==> src/sss_pkg.sv <==
/*
  sss_pkg: shared types and constants for the slave state sequencer.
  Assumes: included before sss_seq and sss_mem.
*/
package sss_pkg;

  // state encodings
  typedef enum logic [2:0] {
    SSS_POWER_UP  = 3'h0,
    SSS_MBX_ONLY  = 3'h1,
    SSS_INPUTS    = 3'h2,
    SSS_FULL      = 3'h3,
    SSS_FW_LOAD   = 3'h4
  } sss_state_t;

  // requested-state command codes match the state codes
  localparam logic [2:0] SSS_REQ_POWER_UP = 3'h0;
  localparam logic [2:0] SSS_REQ_MBX_ONLY = 3'h1;
  localparam logic [2:0] SSS_REQ_INPUTS   = 3'h2;
  localparam logic [2:0] SSS_REQ_FULL     = 3'h3;
  localparam logic [2:0] SSS_REQ_FW_LOAD  = 3'h4;

  // mailbox protocol code for file transfer
  localparam logic [3:0] SSS_PROTO_FILE = 4'h4;

  // buffer channel numbers
  localparam logic [3:0] SSS_MBX_CH_OUT = 4'h0;
  localparam logic [3:0] SSS_MBX_CH_IN  = 4'h1;
  localparam logic [3:0] SSS_PD_CH_FIRST = 4'h2;

  // error codes
  localparam logic [1:0] SSS_ERR_NONE    = 2'h0;
  localparam logic [1:0] SSS_ERR_CONFIG  = 2'h1;
  localparam logic [1:0] SSS_ERR_ILLEGAL = 2'h2;

  // default value of the output watchdog enable
  localparam logic SSS_WDOG_RESET = 1'b1;

  // configuration checks presented by the configuration logic
  typedef struct packed {
    logic mbx_ok;
    logic pd_ok;
    logic dc_used;
    logic dc_ok;
  } sss_cfg_t;

  // traffic permissions
  typedef struct packed {
    logic mbx_allow;
    logic pd_allow;
    logic file_only;
  } sss_perm_t;

endpackage

==> src/sss_seq.sv <==
/*
  sss_seq: operating-state sequencer of a fieldbus slave.
  Holds power-up, mailbox-only, inputs-only, full exchange, firmware-load.
  Assumes: one clock, synchronous reset, requests from the bus side logic
  on the same clock; field inputs arrive asynchronously and are synchronised.
*/
`timescale 1ns/100ps
`default_nettype none

module sss_seq
  import sss_pkg::*;
#(
  parameter int NIN = 4,
  parameter int WIDTH = 8,
  parameter int AW = 2,
  parameter logic [WIDTH-1:0] SAFE_VALUE = '0
)
(
  // clock and reset
  input wire logic clock,
  input wire logic srst,
  // state request from the master side
  input wire logic req_valid,
  input wire logic [2:0] req_state,
  input wire sss_cfg_t cfg,
  // watchdog control
  input wire logic wdog_disable,
  // mailbox protocol of the current message
  input wire logic [3:0] mbx_proto,
  // field inputs and master output data
  input wire logic [NIN*WIDTH-1:0] field_in,
  input wire logic [WIDTH-1:0] master_out,
  input wire logic [AW-1:0] snap_rd_addr,
  // status
  output sss_state_t state_q,
  output logic ack_q,
  output logic err_q,
  output logic [1:0] err_code_q,
  output sss_perm_t perm_q,
  output logic [WIDTH-1:0] phys_out_q,
  output logic [WIDTH-1:0] snap_rd_data
);

  // ****************************************
  // input synchronisers
  // ****************************************
  logic [NIN*WIDTH-1:0] fin_s1_q;
  logic [NIN*WIDTH-1:0] fin_s2_q;
  logic wd_s1_q;
  logic wd_s2_q;

  // two stages; the first is read only by the second
  always_ff @(posedge clock)
  begin
    fin_s1_q <= field_in;
    fin_s2_q <= fin_s1_q;
    wd_s1_q <= wdog_disable;
    wd_s2_q <= wd_s1_q;
  end

  // ****************************************
  // request decode
  // ****************************************
  typedef enum logic [1:0] {
    SSS_PH_IDLE = 2'h0,
    SSS_PH_COPY = 2'h1
  } sss_phase_t;

  sss_state_t state_d;
  sss_phase_t phase_q;
  logic [AW-1:0] copy_idx_q;
  logic wdog_en_q;

  wire logic idle = (phase_q == SSS_PH_IDLE);
  wire logic go_req = req_valid && idle;
  // upward moves are single steps; downward moves need no check
  wire logic to_pu = (req_state == SSS_REQ_POWER_UP);
  wire logic to_mbx = (req_state == SSS_REQ_MBX_ONLY);
  wire logic to_inp = (req_state == SSS_REQ_INPUTS);
  wire logic to_full = (req_state == SSS_REQ_FULL);
  wire logic to_fw = (req_state == SSS_REQ_FW_LOAD);
  wire logic from_pu = (state_q == SSS_POWER_UP);
  wire logic from_mbx = (state_q == SSS_MBX_ONLY);
  wire logic from_inp = (state_q == SSS_INPUTS);
  wire logic from_full = (state_q == SSS_FULL);
  wire logic up_mbx = to_mbx && from_pu;
  wire logic up_inp = to_inp && from_mbx;
  wire logic up_full = to_full && from_inp;
  wire logic up_fw = to_fw && from_pu;
  wire logic down = (to_pu) || (to_mbx && (from_inp || from_full)) || (to_inp && from_full);
  wire logic same = (req_state == state_q);
  wire logic mbx_chk = cfg.mbx_ok;
  wire logic pd_chk = cfg.pd_ok && (!cfg.dc_used || cfg.dc_ok);
  wire logic legal = up_mbx || up_inp || up_full || up_fw || down || same;
  wire logic chk_ok = up_mbx ? mbx_chk : up_inp ? pd_chk : 1'b1;
  wire logic copy_last = (copy_idx_q == AW'(NIN - 1));

  // next state; a failed check keeps the present state
  always_comb
  begin
    state_d = state_q;
    if (go_req && legal && chk_ok && !up_inp)
      state_d = sss_state_t'(req_state);
    else if (phase_q == SSS_PH_COPY && copy_last)
      state_d = SSS_INPUTS;
  end

  // ****************************************
  // sequencer
  // ****************************************
  // power-up after reset; inputs-only waits for the snapshot
  always_ff @(posedge clock)
  begin
    if (srst)
    begin
      state_q <= SSS_POWER_UP;
      phase_q <= SSS_PH_IDLE;
      copy_idx_q <= '0;
      ack_q <= 1'b0;
      err_q <= 1'b0;
      err_code_q <= SSS_ERR_NONE;
    end
    else
    begin
      state_q <= state_d;
      ack_q <= 1'b0;
      case (phase_q)
        SSS_PH_IDLE:
        begin
          if (go_req)
          begin
            if (!legal)
            begin
              err_q <= 1'b1;
              err_code_q <= SSS_ERR_ILLEGAL;
            end
            else if (!chk_ok)
            begin
              err_q <= 1'b1;
              err_code_q <= SSS_ERR_CONFIG;
            end
            else if (up_inp)
            begin
              phase_q <= SSS_PH_COPY;
              copy_idx_q <= '0;
            end
            else
            begin
              ack_q <= 1'b1;
              err_q <= 1'b0;
              err_code_q <= SSS_ERR_NONE;
            end
          end
        end
        SSS_PH_COPY:
        begin
          copy_idx_q <= copy_idx_q + 1'b1;
          if (copy_last)
          begin
            phase_q <= SSS_PH_IDLE;
            ack_q <= 1'b1;
            err_q <= 1'b0;
            err_code_q <= SSS_ERR_NONE;
          end
        end
        default:
          phase_q <= SSS_PH_IDLE;
      endcase
    end
  end

  // ****************************************
  // input snapshot and refresh
  // ****************************************
  wire logic pd_live = (state_q == SSS_INPUTS) || (state_q == SSS_FULL);
  logic [AW-1:0] ref_idx_q;
  // copy phase walks all words; live states refresh one word a cycle
  wire logic [AW-1:0] wr_idx = (phase_q == SSS_PH_COPY) ? copy_idx_q : ref_idx_q;
  wire logic wr_en = (phase_q == SSS_PH_COPY) || pd_live;
  wire logic [WIDTH-1:0] wr_word = fin_s2_q[wr_idx*WIDTH +: WIDTH];

  // refresh pointer wraps over the input words
  always_ff @(posedge clock)
  begin
    if (srst)
      ref_idx_q <= '0;
    else if (pd_live)
      ref_idx_q <= (ref_idx_q == AW'(NIN - 1)) ? '0 : ref_idx_q + 1'b1;
  end

  sss_mem #(
    .WIDTH(WIDTH),
    .DEPTH(NIN),
    .AW(AW)
  ) u_mem (
    .clock(clock),
    .wr_en(wr_en),
    .wr_addr(wr_idx),
    .wr_data(wr_word),
    .rd_addr(snap_rd_addr),
    .rd_data(snap_rd_data)
  );

  // ****************************************
  // traffic permissions and outputs
  // ****************************************
  wire logic file_msg = (mbx_proto == SSS_PROTO_FILE);
  wire logic mbx_allow_d = (state_q != SSS_POWER_UP);
  wire logic pd_allow_d = pd_live;
  wire logic file_only_d = (state_q == SSS_FW_LOAD) && file_msg;
  // watchdog disable lets inputs-only drive outputs too
  wire logic drive_out = (state_q == SSS_FULL) || (from_inp && !wdog_en_q);

  // permissions and physical outputs
  always_ff @(posedge clock)
  begin
    if (srst)
    begin
      perm_q <= '0;
      phys_out_q <= SAFE_VALUE;
      wdog_en_q <= SSS_WDOG_RESET;
    end
    else
    begin
      wdog_en_q <= !wd_s2_q;
      perm_q.mbx_allow <= mbx_allow_d && ((state_q != SSS_FW_LOAD) || file_msg);
      perm_q.pd_allow <= pd_allow_d;
      perm_q.file_only <= file_only_d;
      phys_out_q <= drive_out ? master_out : SAFE_VALUE;
    end
  end

  // ****************************************
  // assertions
  // ****************************************
  property p_reset_power_up;
    @(posedge clock) srst |=> (state_q == SSS_POWER_UP) && !perm_q.mbx_allow && !perm_q.pd_allow;
  endproperty
  a_reset_power_up: assert property (p_reset_power_up) else $error("reset did not enter power-up");

  property p_mbx_check;
    @(posedge clock) disable iff (srst)
      (go_req && up_mbx && !cfg.mbx_ok) |=> (state_q == SSS_POWER_UP) && err_q;
  endproperty
  a_mbx_check: assert property (p_mbx_check) else $error("bad mailbox config accepted");

  property p_mbx_only_perm;
    @(posedge clock) disable iff (srst)
      $past(state_q == SSS_MBX_ONLY) && !$past(srst) && !srst |-> !perm_q.pd_allow && perm_q.mbx_allow;
  endproperty
  a_mbx_only_perm: assert property (p_mbx_only_perm) else $error("mailbox-only permissions wrong");

  property p_pd_check;
    @(posedge clock) disable iff (srst)
      (go_req && up_inp && !pd_chk) |=> (state_q == SSS_MBX_ONLY) && err_code_q == SSS_ERR_CONFIG;
  endproperty
  a_pd_check: assert property (p_pd_check) else $error("bad process data config accepted");

  property p_copy_first;
    @(posedge clock) disable iff (srst)
      (go_req && up_inp && pd_chk) |=> (state_q == SSS_MBX_ONLY && !ack_q)[*2];
  endproperty
  a_copy_first: assert property (p_copy_first) else $error("ack before input copy");

  property p_safe_out;
    @(posedge clock) disable iff (srst)
      (state_q == SSS_INPUTS && wdog_en_q) |=> phys_out_q == SAFE_VALUE;
  endproperty
  a_safe_out: assert property (p_safe_out) else $error("outputs not safe in inputs-only");

  property p_full_drive;
    @(posedge clock) disable iff (srst)
      (state_q == SSS_FULL) |=> phys_out_q == $past(master_out);
  endproperty
  a_full_drive: assert property (p_full_drive) else $error("outputs not driven in full exchange");

  property p_fw_entry;
    @(posedge clock) disable iff (srst)
      (state_q != SSS_FW_LOAD) ##1 (state_q == SSS_FW_LOAD) |-> $past(state_q) == SSS_POWER_UP;
  endproperty
  a_fw_entry: assert property (p_fw_entry) else $error("firmware-load from wrong state");

  property p_fw_perm;
    @(posedge clock) disable iff (srst)
      (state_q == SSS_FW_LOAD && !file_msg) |=> !perm_q.mbx_allow && !perm_q.pd_allow;
  endproperty
  a_fw_perm: assert property (p_fw_perm) else $error("firmware-load let other traffic pass");

  property p_wdog_release;
    @(posedge clock) disable iff (srst)
      (state_q == SSS_INPUTS && !wdog_en_q) |=> phys_out_q == $past(master_out);
  endproperty
  a_wdog_release: assert property (p_wdog_release) else $error("watchdog off but outputs held");

  c_to_full: cover property (@(posedge clock) disable iff (srst) state_q == SSS_FULL);
  c_to_fw: cover property (@(posedge clock) disable iff (srst) state_q == SSS_FW_LOAD);
  c_cfg_err: cover property (@(posedge clock) disable iff (srst) err_code_q == SSS_ERR_CONFIG);

endmodule
`default_nettype wire

==> src/sss_mem.sv <==
/*
  sss_mem: input snapshot memory, the dual_port_buffer input area.
  Assumes: single clock, synchronous write, registered read.
*/
`timescale 1ns/100ps
`default_nettype none

module sss_mem
  import sss_pkg::*;
#(
  parameter int WIDTH = 8,
  parameter int DEPTH = 4,
  parameter int AW = 2
)
(
  // clock
  input wire logic clock,
  // write side
  input wire logic wr_en,
  input wire logic [AW-1:0] wr_addr,
  input wire logic [WIDTH-1:0] wr_data,
  // read side
  input wire logic [AW-1:0] rd_addr,
  output logic [WIDTH-1:0] rd_data
);

  logic [WIDTH-1:0] mem_q [DEPTH];

  // storage; no reset so it maps to ram
  always_ff @(posedge clock)
  begin
    if (wr_en)
      mem_q[wr_addr] <= wr_data;
    rd_data <= mem_q[rd_addr];
  end

endmodule
`default_nettype wire

==> config.mk <==
export PLATFORM = sky130hd
export DESIGN_NAME = sss_seq
export DESIGN_NICKNAME = d
export VERILOG_FILES = /design/src/sss_pkg.sv /design/src/sss_seq.sv /design/src/sss_mem.sv
export SDC_FILE = /design/constraint.sdc
export NUM_CORES = 1
export LEC_CHECK = 0
export ABC_CLOCK_PERIOD_IN_PS = 3000
export BUFFER_PORTS_ARGS = -buffer_cell sky130_fd_sc_hd__buf_2
export CORE_ASPECT_RATIO = 0.6
export CORE_UTILIZATION = 40
export CTS_BUF_LIST = sky130_fd_sc_hd__clkbuf_4
export CTS_CLUSTER_SIZE = 40
export DETAILED_ROUTE_END_ITERATION = 16
export REMOVE_ABC_BUFFERS = 1
export SYNTH_ARGS = -nofsm -noshare
export SYNTH_HDL_FRONTEND = slang
export SYNTH_SLANG_ARGS = --single-unit
==> constraint.sdc <==
create_clock -name clock -period 3 [get_ports clock]
set_input_delay 0.45 -clock clock [delete_from_list [all_inputs] [get_ports clock]]
set_output_delay 0.45 -clock clock [all_outputs]
set_load 0.005 [all_outputs]
==> results.sh, run 1 <==
export IMPL_setup_tns_ns=0
export IMPL_portBuffers=82
export IMPL_worst_pin_slew_ns=0.8130
export IMPL_antenna_found_initial=0
export IMPL_firstDrtPassIters=4
export IMPL_die_area_um2=10470
export IMPL_timing_worst_setup_path_type="register to register"
export IMPL_vdd_drop_max_mv=0.3548
export IMPL_clkTransAtPathRegs_ns=0.12
export IMPL_cp_slowest_stage_delay_ns=0.66
export IMPL_cp_end_kind="register"
export IMPL_start_kind="register"
export IMPL_required_ns=3.13
export IMPL_drt_antenna_violating_nets=0
export IMPL_ios=83
export IMPL_path_buf_inv=2
export IMPL_route_detailed_drc=0
export IMPL_first_iter_violations=163
export IMPL_wl_um=7073
export IMPL_worstPathCellList="mux2i_2 -> buf_4 -> inv_1 -> nor2_1"
export IMPL_drv_cap=0
export IMPL_finalCritPeriodShare_pct=76.18
export IMPL_syn2layout_area_growth_pct=28.75
export IMPL_cts_resized=0
export IMPL_synth_area_top_cells="dfxtp_1 49%, edfxtp_1 24%, mux4_2 9.0%"
export IMPL_grt_pass1_wl_um=11510
export IMPL_p_per_area_nw_per_um2=638.0
export IMPL_netlist_instances=256
export IMPL_grt_pass1_vias=2351
export IMPL_cts_setup_buffers=0
export IMPL_rsz0062_at_grt="no"
export IMPL_synth_area_um2=4021
export IMPL_hold_class="primary input to register"
export IMPL_leakage_nw=2.135
export IMPL_via_count=2359
export IMPL_fin_crit_ns=2.285
export IMPL_core_um2=9459
export IMPL_pre_cts_ws_ns=0.7300
export IMPL_yosys_area_top_type_share_pct=48.79
export IMPL_synth_ff_type="dfxtp_1"
export IMPL_h_tree_depth=4
export IMPL_crit_family="flip-flops"
export IMPL_fp_dieW_um=131.4
export IMPL_grt_overflow_total=0
export IMPL_crit_fanout=16
export IMPL_num_rows=27
export IMPL_cts_tree="built"
export IMPL_finalWorstSetupSlack_ns=0.7147
export IMPL_grt_start_max_net_pins=23
export IMPL_cp_slowest_cell="dfxtp_1"
export IMPL_wl_per_cell_um=13.45
export IMPL_finalNetCount=441
export IMPL_ys_ff_latch=130
export IMPL_synth_cell_type_count=49
export IMPL_initial_core_util_pct=42.51
export IMPL_slew_viol_final=0
export IMPL_final_common_cell="dfxtp_1"
export IMPL_yosys_warnings=0
export IMPL_die_height_um=79.67
export IMPL_place_hpwl_um=4677
export IMPL_synth_area_per_cell_um2=15.71
export IMPL_grt_use_total_pct=15.08
export IMPL_clk_path_buf_depth=2
export IMPL_fillers=814
export IMPL_synth_edf_count=32
export IMPL_hold_buffers=29
export IMPL_seq_area_frac_synth_pct=72.68
export IMPL_avgViaCountPerCell=4.485
export IMPL_drive_gt1_share_pct=36.96
export IMPL_clock_skew_ns=0.01291
export IMPL_clock_latency_ns=0.50
export IMPL_gp_congestion=0.7839
export IMPL_synth_top_area_cell="dfxtp_1"
export IMPL_cp_arrival_ns=2.42
export IMPL_status="completed"
export IMPL_clock_sinks=130
export IMPL_async_flop_share_pct=0
export IMPL_cts_buffers=17
export IMPL_max_freq_ghz=0.4376
export IMPL_setup_viol=0
export IMPL_slew_headroom_pct=45.60
export IMPL_layout_common_cells="98 x dfxtp_1, 82 x buf_2, 32 x dlygate4sd3_1, 32 x edfxtp_1, 17 x clkbuf_4"
export IMPL_cts_root_buf="clkbuf_4"
export IMPL_hold_viol=0
stage by stage:
stage	hold slack, ns	total power [W]	cells	instance area [µm²]	util [%]
floorplan	0.3096	0.002052	247	3978	-
global placement	0.3124	0.002148	461	4569	48.31
detailed placement	0.3121	0.002153	461	4569	48.31
CTS	0.0009937	0.003339	522	5145	54.39
global route	0.0006566	0.003464	525	5175	54.71
finish	0.06140	0.003303	526	5177	54.74
area by class of cell:
class / instances / area [µm²] / area share (%)
tap: 130 / 162.7 / 3.142
multi-input combinational: 115 / 1051 / 20.30
clock buffer: 17 / 127.6 / 2.465
clock inverter: 15 / 157.7 / 3.045
antenna: 1 / 2.502 / 0.04833
inverter: 2 / 7.507 / 0.1450
timing repair buffer: 116 / 745.7 / 14.40
sequential: 130 / 2923 / 56.45
layer usage:
metal	vias up	GRT usage, %	part of all wire, %
met5	-	0	0
met4	0	6.977	1.4
met3	9	6.540	6.6
met2	74	20.58	41
li1	1191	-	-
met1	1085	20.47	51
cell usage after synthesis (2+ instances only):
| cell | instances |
|---|---|
| nand2_1 | 9 |
| mux2i_1 | 4 |
| or2_2 | 2 |
| nor2_1 | 9 |
| and2_1 | 11 |
| a31oi_1 | 2 |
| clkbuf_1 | 5 |
| o22ai_1 | 3 |
| a21oi_1 | 6 |
| buf_2 | 2 |
| nand2b_1 | 8 |
| nand3b_1 | 3 |
| edfxtp_1 | 32 |
| inv_1 | 2 |
| o21bai_1 | 2 |
| dfxtp_1 | 98 |
| ha_1 | 2 |
| mux4_2 | 16 |
| nand3_1 | 2 |
| nor2b_1 | 4 |
| nand4_1 | 2 |
| o21ai_0 | 2 |
| nor3_1 | 3 |
| or3b_2 | 2 |
registers in the layout (all words and copies together), names as in the netlist, 2 cells and up:
name	count
phys_out_q	8
ref_idx_q	2
u_mem.rd_data	8
state_q	3
copy_idx_q	2
perm_q	3
u_mem.mem_q	32
fin_s2_q	32
err_code_q	2
fin_s1_q	32
report_power, final:
part	leakage (nW)	switching (W)	total, W	internal, W
sequential	1.11	0.0000285	0.00191	0.00188
clock	0.159	0.000653	0.00116	0.000506
combinational	0.867	0.000103	0.000236	0.000133
cells by family (layout without fill, tap and decap cells):
logic type,Yosys count,in the layout,share of synthesized area [%]
flip-flops,130,130,72.68
adder cells (fa/ha/maj),2,2,0.6222
XOR/XNOR,1,1,0.2178
other,0,1,0
buffers and inverters,11,150,1.276
multiplexers,21,21,10.33
AO/OA/AOI/OAI,26,26,4.823
AND/OR/NAND/NOR,65,65,10.05
final timing paths:
check,startpoint,slack [ns],endpoint,cells past startpoint
worst min-delay path,field_in[7],0.06,fin_s1_q[7],1
worst max register to register,phase_q[0],0.71,u_mem.mem_q[2][0],4
worst max-delay path,phase_q[0],0.71,u_mem.mem_q[2][0],4
worst min register to register,fin_s1_q[8],0.34,fin_s2_q[8],0
(Power assumes the default switching activity.)
==> run 2: changes to the inputs <==
- ABC_AREA: not set -> 1
- ABC_CLOCK_PERIOD_IN_PS: 3000 -> 2400
- clock period: 3 -> 2.4 ns (I/O delays scaled with it)
==> results.sh, run 2 <==
export IMPL_status="completed"
export IMPL_initial_core_util_pct=42.13
export IMPL_final_common_cell="dfxtp_1"
export IMPL_synth_area_top_cells="dfxtp_1 50%, edfxtp_1 24%, nor2_1 4.2%"
export IMPL_drv_cap=0
export IMPL_hold_class="primary input to register"
export IMPL_vdd_drop_max_mv=0.4788
export IMPL_grt_overflow_total=0
export IMPL_start_kind="register"
export IMPL_finalWorstSetupSlack_ns=0.3774
export IMPL_yosysMostFrequentCell="dfxtp_1"
export IMPL_route_detailed_drc=0
export IMPL_max_freq_ghz=0.4944
export IMPL_firstDrtPassIters=4
export IMPL_grt_start_max_net_pins=18
export IMPL_num_rows=27
export IMPL_clk_path_buf_depth=2
export IMPL_clock_skew_ns=0.01262
export IMPL_fin_area_um2=5164
export IMPL_hold_buffers=35
export IMPL_rsz0062_at_grt="no"
export IMPL_grt_use_total_pct=16.69
export IMPL_die_area_um2=10270
export IMPL_ys_ff_latch=130
export IMPL_drive_gt1_share_pct=27.72
export IMPL_grt_pass1_vias=2570
export IMPL_core_um2=9358
export IMPL_synth_top_area_cell="dfxtp_1"
export IMPL_timing_hold_ws_ns=0.05061
export IMPL_synth_ff_type="dfxtp_1"
export IMPL_p_per_area_nw_per_um2=807.5
export IMPL_seq_area_frac_synth_pct=74.14
export IMPL_wl_per_cell_um=12.63
export IMPL_setup_tns_ns=0
export IMPL_netlist_instances=340
export IMPL_h_tree_depth=4
export IMPL_worst_pin_slew_ns=0.6845
export IMPL_synth_cell_type_count=28
export IMPL_crit_fanout=12
export IMPL_cts_setup_buffers=0
export IMPL_grt_pass1_wl_um=12320
export IMPL_synth_common_cells="98 x dfxtp_1, 44 x nor2_1, 32 x edfxtp_1, 32 x nand3_1, 30 x nand2_1"
export IMPL_clkTransAtPathRegs_ns=0.12
export IMPL_async_flop_share_pct=0
export IMPL_cts_buffers=17
export IMPL_slew_viol_final=0
export IMPL_dpl_cell_area_um2=4508
export IMPL_slew_headroom_pct=54.19
export IMPL_avgViaCountPerCell=4.449
export IMPL_fin_crit_ns=2.023
export IMPL_syn2layout_area_growth_pct=30.97
export IMPL_synth_edf_count=32
export IMPL_die_height_um=78.90
export IMPL_place_hpwl_um=5117
export IMPL_worst_r2r_setup_slack_ns=0.38
export IMPL_hold_viol=0
export IMPL_layout_common_cells="98 x dfxtp_1, 82 x buf_2, 44 x nor2_1"
export IMPL_yosys_area_top_type_share_pct=49.76
export IMPL_largest_registers="fin_s1_q (32), fin_s2_q (32), u_mem.mem_q (32)"
export IMPL_fp_dieW_um=130.2
export IMPL_synth_area_um2=3943
export IMPL_wl_um=7791
export IMPL_portBuffers=82
export IMPL_drt_antenna_violating_nets=0
export IMPL_leakage_nw=2.269
export IMPL_timing_worst_setup_path_type="register to register"
export IMPL_cp_arrival_ns=2.19
export IMPL_cts_root_buf="clkbuf_4"
export IMPL_clock_sinks=130
export IMPL_antenna_found_initial=0
export IMPL_required_ns=2.56
export IMPL_gp_congestion=0.8204
export IMPL_finalNetCount=533
export IMPL_finalCritPeriodShare_pct=84.28
export IMPL_cts_resized=0
export IMPL_first_iter_violations=169
export IMPL_synth_area_per_cell_um2=11.60
export IMPL_pre_cts_ws_ns=0.3878
export IMPL_setup_viol=0
export IMPL_cts_tree="built"
export IMPL_diodes=0
export IMPL_final_util_pct=55.18
export IMPL_ios=83
export IMPL_cp_end_kind="register"
export IMPL_yosys_warnings=0
export IMPL_via_count=2745
export IMPL_clock_latency_ns=0.51
## run 2: cell types whose count changed after synthesis, moves of 11 or more
cell     change
and2_1      -11
inv_1       +20
o21ai_0     +20
nand2_1     +21
nand3_1     +30
mux4_2      -16
nor2_1      +35
## run 2: path summary, 6_finish.rpt
check | start | end | cells after the start
worst min-delay path | master_out[2] | phys_out_q[2] | 3
worst max-delay path | phase_q[0] | u_mem.mem_q[3][4] | 6
worst max register to register | phase_q[0] | u_mem.mem_q[3][4] | 6
worst min register to register | fin_s1_q[8] | fin_s2_q[8] | 0
## run 2: cell families after synthesis
kind of cell / synth area share, %
AOI/OAI and AO/OA: 7.458
buffers and inverters: 3.427
DFF: 74.14
and+or+nand+nor: 14.34
adders and majority gates: 0.6346
## run 2: critical path, cell delays in order, from the launching register on
cell and delay [ns]:
dfxtp_1 0.42, inv_2 0.12, or2_1 0.14, o21ai_2 0.16, inv_2 0.23, nand2_1 0.07
nor2_1 0.53
## run 2: power by group
group          internal [W]  switching [W]
registers           0.00236      0.0000334
clock network      0.000566       0.000895
logic              0.000142       0.000175
total               0.00307        0.00110
## run 2: layout make-up
class	instances	area, µm²
fill	799	4194
sequential	130	2923
multi-input combinational	176	884.6
timing repair buffer	123	810.8
tap	130	162.7
clock inverter	15	157.7
clock buffer	17	127.6
inverter	26	97.59
## run 2: routing by layer
| layer | track usage (%) | wire, µm |
|---|---|---|
| met1 | 24.33 | 4159 |
| met2 | 21.76 | 3069 |
| met3 | 5.997 | 457 |
| met4 | 7.326 | 106 |
| met5 | 0 | 0 |
## run 2: stage by stage
step | instances | power (W)
after floorplan | 332 | 0.002572
after global placement | 548 | 0.002703
after detailed placement | 548 | 0.002710
after CTS | 615 | 0.004209
after global routing | 617 | 0.004377
final | 617 | 0.004169
==> run 3: changes to the inputs <==
- ABC_CLOCK_PERIOD_IN_PS: 2400 -> 1900
- clock period: 2.4 -> 1.9 ns (I/O delays scaled with it)
==> results.sh, run 3 (same netlist as run 2, synthesis figures left out) <==
export IMPL_start_kind="register"
export IMPL_antenna_found_initial=0
export IMPL_clock_sinks=130
export IMPL_max_freq_ghz=0.5903
export IMPL_vdd_drop_max_mv=0.7342
export IMPL_setup_tns_ns=0
export IMPL_clk_path_buf_depth=2
export IMPL_cts_setup_buffers=0
export IMPL_gp_congestion=0.8108
export IMPL_timing_worst_setup_path_type="register to register"
export IMPL_cts_root_buf="clkbuf_4"
export IMPL_die_height_um=78.90
export IMPL_diodes=0
export IMPL_clock_skew_ns=0.01533
export IMPL_h_tree_depth=4
export IMPL_whs_endpoint="perm_q[0]"
export IMPL_crit_family="simple AND/OR/NAND/NOR gates"
export IMPL_cts_tree="built"
export IMPL_reg2reg_depth=7
export IMPL_die_area_um2=10270
export IMPL_r2r_start="phase_q[0]"
export IMPL_layout_common_cells="98 x dfxtp_1, 82 x buf_2, 44 x nor2_1"
export IMPL_initial_core_util_pct=42.13
export IMPL_ios=83
export IMPL_num_rows=27
export IMPL_final_util_pct=56.29
export IMPL_crit_fanout=11
export IMPL_worst_r2r_setup_slack_ns=0.21
export IMPL_wl_per_cell_um=12.77
export IMPL_worst_pin_slew_ns=0.4432
export IMPL_portBuffers=82
export IMPL_clock_latency_ns=0.51
export IMPL_leakage_nw=2.331
export IMPL_setup_viol=0
export IMPL_grt_pass1_vias=2696
export IMPL_hold_class="primary input to register"
export IMPL_cp_slowest_stage_delay_ns=0.35
export IMPL_rsz0062_at_grt="no"
export IMPL_cp_end_kind="register"
export IMPL_cpMostUsedCell="inv_2"
export IMPL_finalWorstSetupSlack_ns=0.2060
export IMPL_place_hpwl_um=5267
export IMPL_wl_um=8005
export IMPL_grt_overflow_total=0
export IMPL_route_detailed_drc=0
export IMPL_drv_cap=0
export IMPL_grt_pass1_wl_um=12990
export IMPL_finalNetCount=544
export IMPL_fin_crit_ns=1.694
export IMPL_p_per_area_nw_per_um2=1014
export IMPL_total_power_w=0.005341
export IMPL_holdPathStages=3
export IMPL_largest_registers="fin_s1_q (32), fin_s2_q (32), u_mem.mem_q (32)"
export IMPL_first_iter_violations=179
export IMPL_syn2layout_area_growth_pct=33.61
export IMPL_timing_rr_end="u_mem.mem_q[0][7]"
export IMPL_hold_viol=0
export IMPL_pre_cts_ws_ns=0.2306
export IMPL_worstHoldStart="mbx_proto[2]"
export IMPL_firstDrtPassIters=4
export IMPL_finalCritPeriodShare_pct=89.16
export IMPL_via_count=2729
export IMPL_final_common_cell="dfxtp_1"
export IMPL_drive_gt1_share_pct=28.17
export IMPL_core_um2=9358
export IMPL_cp_slowest_cell="dfxtp_1"
export IMPL_required_ns=2.23
export IMPL_slew_headroom_pct=70.42
export IMPL_slew_viol_final=0
export IMPL_fp_dieW_um=130.2
export IMPL_avgViaCountPerCell=4.352
export IMPL_cts_buffers=17
export IMPL_path_buf_inv=2
export IMPL_cp_arrival_ns=2.02
export IMPL_clkTransAtPathRegs_ns=0.11
export IMPL_grt_use_total_pct=17.27
export IMPL_grt_start_max_net_pins=17
export IMPL_worstPathCellList="inv_2 -> or2_1 -> o21ai_2 -> inv_2 -> nor2_4 -> a22oi_1 -> nand3_1"
export IMPL_drt_antenna_violating_nets=0
export IMPL_status="completed"
[run 3: timing repair]
action | in CTS | in global routing
hold endpoints to repair | 42 | 0
hold buffers | 42 | 0
resized for setup | 0 | 0
[run 3: final cells by class]
class	count	area (µm²)
Clock buffer	18	135.1
Fill cell	792	4090
Inverter	26	97.59
Clock inverter	13	158.9
Timing Repair Buffer	134	905.9
Multi-Input combinational cell	176	884.6
Tap cell	130	162.7
Sequential cell	130	2923
[run 3: metal layers]
| layer | wire (µm) | track usage [%] |
|---|---|---|
| met1 | 4106 | 23.87 |
| met2 | 3306 | 24.20 |
| met3 | 527 | 6.267 |
| met4 | 64 | 7.326 |
| met5 | 0 | 0 |
[run 3: worst max path at each step]
stage                     startpoint           endpoint  slack, ns  cells past startpoint
after floorplan           phase_q[0]  u_mem.mem_q[1][0]      -0.17                      4
after global placement    phase_q[0]  u_mem.mem_q[0][5]       0.32                      6
after detailed placement  phase_q[0]  u_mem.mem_q[1][2]       0.23                      7
after CTS                 phase_q[0]  u_mem.mem_q[0][5]       0.22                      7
after global routing      phase_q[0]  u_mem.mem_q[0][7]       0.02                      7
final                     phase_q[0]  u_mem.mem_q[0][7]       0.21                      7
[run 3: power by group]
part	internal [W]	total, W	switching, W
registers	0.00298	0.00302	0.0000447
logic	0.000194	0.000416	0.000221
clock network	0.000925	0.00190	0.000977
[run 3: worst register-to-register path: stages, from the launching register on]
cell	delay, ns
dfxtp_1	0.35
inv_2	0.06
or2_1	0.24
o21ai_2	0.16
inv_2	0.19
nor2_4	0.21
a22oi_1	0.11
nand3_1	0.19
[run 3: metrics by stage]
stage,area [µm²],hold WS [ns],instances
6_report,5268,0.05207,627
5_1_grt,5268,0.02253,627
4_1_cts,5268,0.007713,627
3_5_place_dp,4553,0.3121,554
3_3_place_gp,4553,0.3117,554
2_1_floorplan,3905,0.3096,332
